--- src/pkg/msad_pkg.sv ---
// Purpose: constants and types for the memory address space decoder
// Assumes: 24-bit program space, 16-bit byte data space
// Notes: one number, one name
package msad_pkg;
   localparam int PA_W = 24;
   localparam int PC_W = 23;
   localparam int EA_W = 16;
   localparam int DW_W = 16;
   localparam logic [22:0] PC_RESET = 23'h000000;
   localparam logic [22:0] PC_STEP = 23'h000002;
   localparam logic [23:0] USER_TOP = 24'h7fffff;
   localparam logic [23:0] VEC_TOP = 24'h000200;
   localparam logic [23:0] VEC_GOTO = 24'h000000;
   localparam logic [23:0] VEC_START = 24'h000002;
   localparam logic [23:0] IVT_PRI_LO = 24'h000004;
   localparam logic [23:0] IVT_PRI_HI = 24'h0000ff;
   localparam logic [23:0] IVT_ALT_LO = 24'h000100;
   localparam logic [23:0] IVT_ALT_HI = 24'h0001ff;
   // last implemented user flash word; plain default
   localparam logic [23:0] FLASH_TOP = 24'h0157fe;
   localparam logic [23:0] CFG_LO = 24'hf80000;
   localparam logic [23:0] CFG_HI = 24'hf8ffff;
   localparam logic [23:0] IDENT_LO = 24'hff0000;
   localparam logic [23:0] IDENT_HI = 24'hffffff;
   localparam int TPAGE_HI_BIT = 7;
   localparam logic [7:0] TPAGE_RESET = 8'h00;
   localparam int EA_PSV_BIT = 15;
   // 30 kbytes of implemented data memory
   localparam logic [15:0] DATA_TOP = 16'h77ff;
   localparam logic [15:0] DW_RESET = 16'h0000;
   localparam logic [23:0] PW_RESET = 24'h000000;

   typedef enum logic [4:0] {
      PR_USER = 5'h01,
      PR_VECT = 5'h02,
      PR_CFG = 5'h04,
      PR_IDENT = 5'h08,
      PR_UNIMP = 5'h10
   } msad_region_type;
endpackage

--- src/verilog/msad_decoder.sv ---
// Purpose: program and data address space decoding for a 16-bit core
// Assumes: memories answer combinationally in the cycle of the request
// Notes: read data and error flags are registered, one cycle late
`timescale 1ns/1ps
module msad_decoder (
   // clock and reset
   input wire logic clk,
   input wire logic rst,
   // program counter control
   input wire logic pc_load,
   input wire logic [22:0] pc_load_addr,
   input wire logic pc_step_up,
   input wire logic pc_step_down,
   // table operations
   input wire logic tpage_wr,
   input wire logic [7:0] tpage_wdata,
   input wire logic table_read_op,
   input wire logic table_write_op,
   input wire logic [15:0] table_offset,
   input wire logic [15:0] table_wdata,
   // program memory
   output logic [23:0] prog_addr,
   input wire logic [23:0] prog_rdata,
   output logic prog_wr_en,
   output logic [2:0] prog_wr_be,
   output logic [23:0] prog_wr_data,
   // program status
   output logic [22:0] program_counter,
   output logic [7:0] table_page_select,
   output logic [23:0] fetch_word,
   output logic [15:0] table_rdata,
   output logic fetch_in_vectors,
   output logic fetch_ivt_pri,
   output logic fetch_ivt_alt,
   output logic fetch_fault,
   output logic table_fault,
   // data read path
   input wire logic rd_req,
   input wire logic rd_byte,
   input wire logic [15:0] rd_ea,
   // data write path
   input wire logic wr_req,
   input wire logic wr_byte,
   input wire logic [15:0] wr_ea,
   input wire logic [15:0] wr_wdata,
   // data memory
   output logic [14:0] ram_rd_addr,
   output logic ram_rd_en,
   input wire logic [15:0] ram_rdata,
   output logic [14:0] ram_wr_addr,
   output logic [1:0] ram_wr_be,
   output logic [15:0] ram_wr_data,
   // program visibility window
   output logic psv_rd_req,
   output logic [14:0] psv_offset,
   input wire logic [15:0] psv_rdata,
   // data results
   output logic [15:0] rd_data,
   output logic addr_error
);

   ////////////////////////////////////////////////////////////////////
   // decoding helpers

   function automatic msad_pkg::msad_region_type prog_region(
      input logic [23:0] a);
      if (a > msad_pkg::USER_TOP) begin
         if (a >= msad_pkg::IDENT_LO && a <= msad_pkg::IDENT_HI) begin
            prog_region = msad_pkg::PR_IDENT;
         end else if (a >= msad_pkg::CFG_LO && a <= msad_pkg::CFG_HI) begin
            prog_region = msad_pkg::PR_CFG;
         end else begin
            prog_region = msad_pkg::PR_UNIMP;
         end
      end else if (a < msad_pkg::VEC_TOP) begin
         prog_region = msad_pkg::PR_VECT;
      end else if (a <= msad_pkg::FLASH_TOP) begin
         prog_region = msad_pkg::PR_USER;
      end else begin
         prog_region = msad_pkg::PR_UNIMP;
      end
   endfunction

   // 2'b01 ram, 2'b10 visibility window, 2'b00 unimplemented
   function automatic logic [1:0] data_route(input logic [15:0] ea);
      if (ea[msad_pkg::EA_PSV_BIT]) begin
         data_route = 2'h2;
      end else if (ea <= msad_pkg::DATA_TOP) begin
         data_route = 2'h1;
      end else begin
         data_route = 2'h0;
      end
   endfunction

   ////////////////////////////////////////////////////////////////////
   // program counter and table page

   logic [22:0] pc_ff, nxt_pc;
   logic [7:0] tpage_ff, nxt_tpage;

   always_comb begin
      nxt_pc = pc_ff;
      nxt_tpage = tpage_ff;
      if (pc_load) begin
         nxt_pc = {pc_load_addr[22:1], 1'b0};
      end else if (pc_step_up) begin
         nxt_pc = pc_ff + msad_pkg::PC_STEP;
      end else if (pc_step_down) begin
         nxt_pc = pc_ff - msad_pkg::PC_STEP;
      end
      if (tpage_wr) begin
         nxt_tpage = tpage_wdata;
      end
   end

   always_ff @(posedge clk) begin
      if (rst) begin
         pc_ff <= msad_pkg::PC_RESET;
         tpage_ff <= msad_pkg::TPAGE_RESET;
      end else begin
         pc_ff <= nxt_pc;
         tpage_ff <= nxt_tpage;
      end
   end

   assign program_counter = pc_ff;
   assign table_page_select = tpage_ff;

   ////////////////////////////////////////////////////////////////////
   // program address selection and region checks

   logic table_op;
   logic [23:0] fetch_addr, tbl_addr;
   msad_pkg::msad_region_type fetch_reg, tbl_reg;
   logic tbl_ok, tbl_impl;

   assign table_op = table_read_op | table_write_op;
   // counter covers the lower half only, bit 23 is never set by a fetch
   assign fetch_addr = {1'b0, pc_ff};
   assign tbl_addr = {tpage_ff, table_offset};
   assign fetch_reg = prog_region(fetch_addr);
   assign tbl_reg = prog_region(tbl_addr);
   // upper half is reachable by table ops only through page bit 7
   assign tbl_ok = !tbl_addr[23] || tpage_ff[msad_pkg::TPAGE_HI_BIT];
   assign tbl_impl = tbl_ok && (tbl_reg != msad_pkg::PR_UNIMP);
   // both table halves address the same 24-bit location
   assign prog_addr = table_op ? {tbl_addr[23:1], 1'b0} : fetch_addr;

   ////////////////////////////////////////////////////////////////////
   // table write lanes

   always_comb begin
      prog_wr_en = table_write_op && tbl_impl;
      prog_wr_be = 3'h0;
      prog_wr_data = {8'h00, table_wdata};
      if (table_offset[0]) begin
         // upper word: only the top byte (bits 23:16) exists
         prog_wr_be = 3'h4;
         prog_wr_data = {table_wdata[7:0], 16'h0000};
      end else begin
         prog_wr_be = 3'h3;
      end
   end

   ////////////////////////////////////////////////////////////////////
   // program read results

   logic [23:0] fw_ff, nxt_fw;
   logic [15:0] trd_ff, nxt_trd;
   logic vec_ff, nxt_vec, ivp_ff, nxt_ivp, iva_ff, nxt_iva;
   logic ffl_ff, nxt_ffl, tfl_ff, nxt_tfl;

   always_comb begin
      // table read wins the memory port; fetch result holds meanwhile
      nxt_fw = fw_ff;
      nxt_trd = trd_ff;
      if (!table_op) begin
         nxt_fw = (fetch_reg == msad_pkg::PR_UNIMP) ? msad_pkg::PW_RESET
                  : prog_rdata;
      end
      if (table_read_op) begin
         if (!tbl_impl) begin
            nxt_trd = msad_pkg::DW_RESET;
         end else if (table_offset[0]) begin
            nxt_trd = {8'h00, prog_rdata[23:16]};
         end else begin
            nxt_trd = prog_rdata[15:0];
         end
      end
      nxt_vec = fetch_reg == msad_pkg::PR_VECT;
      nxt_ivp = fetch_addr >= msad_pkg::IVT_PRI_LO
                && fetch_addr <= msad_pkg::IVT_PRI_HI;
      nxt_iva = fetch_addr >= msad_pkg::IVT_ALT_LO
                && fetch_addr <= msad_pkg::IVT_ALT_HI;
      nxt_ffl = fetch_reg == msad_pkg::PR_UNIMP;
      nxt_tfl = table_op && !tbl_ok;
   end

   always_ff @(posedge clk) begin
      if (rst) begin
         fw_ff <= msad_pkg::PW_RESET;
         trd_ff <= msad_pkg::DW_RESET;
         vec_ff <= 1'b0;
         ivp_ff <= 1'b0;
         iva_ff <= 1'b0;
         ffl_ff <= 1'b0;
         tfl_ff <= 1'b0;
      end else begin
         fw_ff <= nxt_fw;
         trd_ff <= nxt_trd;
         vec_ff <= nxt_vec;
         ivp_ff <= nxt_ivp;
         iva_ff <= nxt_iva;
         ffl_ff <= nxt_ffl;
         tfl_ff <= nxt_tfl;
      end
   end

   assign fetch_word = fw_ff;
   assign table_rdata = trd_ff;
   assign fetch_in_vectors = vec_ff;
   assign fetch_ivt_pri = ivp_ff;
   assign fetch_ivt_alt = iva_ff;
   assign fetch_fault = ffl_ff;
   assign table_fault = tfl_ff;

   ////////////////////////////////////////////////////////////////////
   // data read path

   logic [1:0] rd_rt, wr_rt;
   logic rd_mis, wr_mis;
   logic [15:0] rd_word;

   assign rd_rt = data_route(rd_ea);
   assign wr_rt = data_route(wr_ea);
   assign rd_mis = rd_req && !rd_byte && rd_ea[0];
   assign wr_mis = wr_req && !wr_byte && wr_ea[0];

   // word index drops the byte bit
   assign ram_rd_addr = rd_ea[15:1];
   assign ram_rd_en = rd_req && rd_rt == 2'h1;
   assign psv_rd_req = rd_req && rd_rt == 2'h2;
   assign psv_offset = rd_ea[14:0];

   always_comb begin
      case (rd_rt)
         2'h1: rd_word = ram_rdata;
         2'h2: rd_word = psv_rdata;
         default: rd_word = msad_pkg::DW_RESET;
      endcase
   end

   ////////////////////////////////////////////////////////////////////
   // data write path

   logic wr_go;

   // misaligned store executes but never reaches memory
   assign wr_go = wr_req && wr_rt == 2'h1 && !wr_mis;
   assign ram_wr_addr = wr_ea[15:1];

   genvar g;
   generate
      for (g = 0; g < 2; g++) begin : g_lane
         // lane 0 is the even byte, lane 1 the odd byte
         assign ram_wr_be[g] = wr_go
                               && (!wr_byte || wr_ea[0] == g[0]);
         assign ram_wr_data[8*g +: 8] = wr_byte ? wr_wdata[7:0]
                                        : wr_wdata[8*g +: 8];
      end
   endgenerate

   ////////////////////////////////////////////////////////////////////
   // registered data results

   logic [15:0] rdd_ff, nxt_rdd;
   logic aer_ff, nxt_aer;

   always_comb begin
      nxt_rdd = rdd_ff;
      if (rd_req) begin
         if (rd_byte) begin
            nxt_rdd = {8'h00, rd_ea[0] ? rd_word[15:8]
                                       : rd_word[7:0]};
         end else begin
            // misaligned read still completes with the containing word
            nxt_rdd = rd_word;
         end
      end
      nxt_aer = rd_mis || wr_mis;
   end

   always_ff @(posedge clk) begin
      if (rst) begin
         rdd_ff <= msad_pkg::DW_RESET;
         aer_ff <= 1'b0;
      end else begin
         rdd_ff <= nxt_rdd;
         aer_ff <= nxt_aer;
      end
   end

   assign rd_data = rdd_ff;
   assign addr_error = aer_ff;

endmodule // msad_decoder

--- config.mk ---
export PLATFORM = sky130hd
export DESIGN_NAME = msad_decoder
export DESIGN_NICKNAME = d
export VERILOG_FILES = /design/src/pkg/msad_pkg.sv /design/src/verilog/msad_decoder.sv
export SDC_FILE = /design/constraint.sdc
export NUM_CORES = 1
export LEC_CHECK = 0
export BUFFER_PORTS_ARGS = -buffer_cell sky130_fd_sc_hd__buf_2
export CAP_MARGIN = 20
export CORE_AREA = 2 2 149 151
export CTS_CLUSTER_SIZE = 20
export DETAILED_ROUTE_END_ITERATION = 6
export DIE_AREA = 0 0 151 153
export SETUP_SLACK_MARGIN = 0.2
export SLEW_MARGIN = 20
export SYNTH_ARGS = -nofsm -noshare
export SYNTH_HDL_FRONTEND = slang
export SYNTH_SLANG_ARGS = --single-unit
--- constraint.sdc ---
create_clock -name clk -period 4.61 [get_ports clk]
set_clock_uncertainty 0.2 [all_clocks]
set_input_delay 0.2305 -clock clk [delete_from_list [all_inputs] [get_ports clk]]
set_output_delay 0.2305 -clock clk [all_outputs]
set_load 0.02 [all_outputs]
==> impl_metrics.yaml <==
clock_tree:
  ctsResizeCount: 0
  path_clk_slew_ns: 0.07
  clock_sinks: 91
  numCtsBuffers: 9
  clock_path_buffers: 2
  cts_tree: "built"
  clock-root-buffer: "clkbuf_16"
  htreeDepth: 3
  post-cts-setup-buffers: 0
  hold_buffers: 48
  clock_latency_ns: 0.35
final_layout:
  fin_nets: 1287
  multiInputGateArea_um2: 3450
  drive_gt1_share_pct: 34.6
  utilization_pct: 38.3
  regArea_um2: 1820
  area_delta_synth_final_pct: 38.2
  final_common_cell: "buf_2"
  final_cell_mix: "buf_2, nand2_1, dfxtp_1"
  fillCellCount: 2317
power:
  seqPwrFrac_pct: 35.8
  pwr-share-comb_pct: 31.3
  cellLeakagePower_uw: 0.00414
  netSwitchingPower_uw: 898
  p_per_area_nw_per_um2: 301
  vdd_drop_max_mv: 0.141
  intPower_uw: 1580
  p_clk_share_pct: 32.8
  swShare_pct: 36.3
yosys:
  yosysSeqAreaShare_pct: 30.6
  syn-cell-area_um2: 5960
  async_reset_ff_share_pct: 0
  synth.avg_cell_area_um2: 7.54
  ys_ff_latch: 91
  synthTopCellsByArea: "dfxtp_1, nand2_1, buf_4"
  synthCells: 790
  synth_top_area_cell: "dfxtp_1"
  synth_flop_cell: "dfxtp_1"
  yosysUniqueCellTypes: 60
  ys_warn_count: 0
  synth-edff-count: 0
  synth_top_area_share_pct: 30.6
critical_path:
  cp_data_required_time_ns: 4.71
  cpMaxStageDelayCell: "inv_1"
  critPathMostFrequentCell: "a21oi_1"
  crit_path_end_kind: "flip-flop"
  path_cells: "buf_2 > inv_1 > ha_1 > a21oi_1 > o21ai_0 > a211oi_1 > nor3_2 > a21oi_1 > mux2i_1 > o311a_1"
  crit_buf_inv: 2
  path_max_fanout: 21
  cp_data_arrival_time_ns: 2.99
  cpPeakStageDelay_ns: 0.60
  start_kind: "primary input"
  critical_path_class: "primary input to flip-flop"
  cp_top_family: "compound AO/OA/AOI/OAI gates"
placed_design:
  dpl_worst_slack_ns: 1.39
  globalplace.congestion: 0.838
  portBuffers: 334
  dp_hpwl_mm: 16.9
sta:
  finalHoldViolCount: 0
  slew_violations: 0
  tightest_slew_ns: 0.919
  maxSlewHeadroom_pct: 38.6
  fin_ws_ns: 1.72
  setup_violations: 0
  period_minus_slack_ns: 2.89
  fmax_mhz: 346
  fin_tns_setup_ns: 0
  rsz0062_at_grt: "no"
  finalCritPeriodShare_pct: 62.7
status:
  status: "finished, final reports clean"
route:
  drt_pass1_iterations: 5
  drt-initial-drc-count: 285
  vias: 6609
  totalWireLength_mm: 22.2
  drc_errors: 0
  wire_per_inst_um: 16.2
  viasPerCell: 4.81
  drtAntennaViolNets: 0
global_routing:
  overflow: 0
  grt_pass1_vias: 6208
  grt_antenna_before_repair: 1
  grt_start_max_net_pins: 53
  grt_pass1_wl_mm: 33.8
  track_usage_pct: 18.8
die:
  dieHeight_um: 153
  die_area_um2: 23100
  core_area_um2: 21500
  start_util_pct: 27.7
  pin_count: 389
  rows: 54
  die_w_um: 151
worst_hold_path:
  hold_path.class: "primary input to flip-flop"
flow_run:
  cap_viol_max_count: 0
==> through the flow <==
| step | cell area (um2) | power [uW] | hold slack [ns] | std cells |
|---|---|---|---|---|
| final | 8230 | 2480 | 0.0310 | 1373 |
| after global routing | 8230 | 2630 | 0.0289 | 1372 |
| after CTS | 8230 | 2510 | 0.0158 | 1372 |
| after detailed placement | 7430 | 1650 | 0.238 | 1308 |
| after global placement | 7430 | 1640 | 0.231 | 1308 |
| after floorplan | 5960 | 1430 | 0.156 | 792 |
==> path summary, 6_finish.rpt <==
check / endpoint / cells after the start / from / slack (ns)
max: program_counter[13]$_SDFFE_PP0P_ / 10 / pc_step_up / 1.72
min: program_counter[13]$_SDFFE_PP0P_ / 4 / pc_load_addr[13] / 0.03
max reg2reg: program_counter[13]$_SDFFE_PP0P_ / 8 / program_counter[1]$_SDFFE_PP0P_ / 1.91
min reg2reg: fetch_word[1]$_SDFFE_PP0P_ / 2 / fetch_word[1]$_SDFFE_PP0P_ / 0.25
==> state kept, by name, summed over array words and instances (netlist names) <==
register and count:
fetch_word 24, program_counter 22, rd_data 16, table_rdata 16, table_page_select 8, addr_error 1
fetch_fault 1, fetch_in_vectors 1, fetch_ivt_alt 1, fetch_ivt_pri 1
==> worst min-delay path, cell delays in order <==
cell,delay (ns)
buf_2,0.09
inv_1,0.04
a21oi_1,0.06
o311a_1,0.11
==> power by group through the flow <==
stage / Sequential, uW / Combinational, uW / Clock (uW)
floorplan: 940 / 488 / 0
global placement: 907 / 736 / 0
detailed placement: 907 / 743 / 0
CTS: 888 / 778 / 844
global route: 895 / 855 / 876
finish: 888 / 776 / 813
==> layer usage <==
metal	global-route usage, %	vias to the layer above	part of all wire, %	wire (um)
met4	4.94	0	1.6	346
met3	3.64	26	6.4	1410
met5	0	-	0	0
met1	24.5	3025	45	10000
li1	-	3283	-	-
met2	31.6	275	47	10400
==> cells by family after synthesis <==
kind of cell | synth area share (%)
AO/OA/AOI/OAI | 20.1
XOR/XNOR | 1.91
adder cells (fa/ha/maj) | 4.54
buffers and inverters | 11.8
flip-flops | 30.6
multiplexers | 6.05
other | 0.0630
AND/OR/NAND/NOR | 25.0
==> Yosys cell counts (2+ instances only) <==
cell type and count:
a221oi_1 7, or3_1 5, dfxtp_1 91, and4_1 2, ha_1 20, nor3_1 11
mux2i_1 27, clkbuf_1 40, nand3_1 33, and3_1 3, o31ai_1 2, o21a_1 4
a22oi_1 8, o211ai_1 2, or4_1 4, a41oi_1 2, inv_1 22, nand2_1 129
a22o_1 16, a211oi_1 10, xor2_1 4, xnor2_1 9, mux2_2 8, and2_1 13
nor2_1 57, a31oi_1 5, o21bai_1 2, nand3b_1 2, nand4_1 6, nor4b_1 2
buf_1 3, o21ai_0 31, nor3b_1 2, a21oi_1 82, nor2b_1 33, buf_4 59
a21o_1 9, buf_2 2, or2_2 2
==> cell type report <==
cell class	instances	share of cell area (%)
multi-input combinational	574	41.9
timing repair buffer	389	26.8
sequential	91	22.1
tap	280	4.26
clock buffer	9	2.74
clock inverter	7	1.12
inverter	22	1.00
antenna	1	0.0304
No activity file was read; power rests on OpenSTA's default activity.
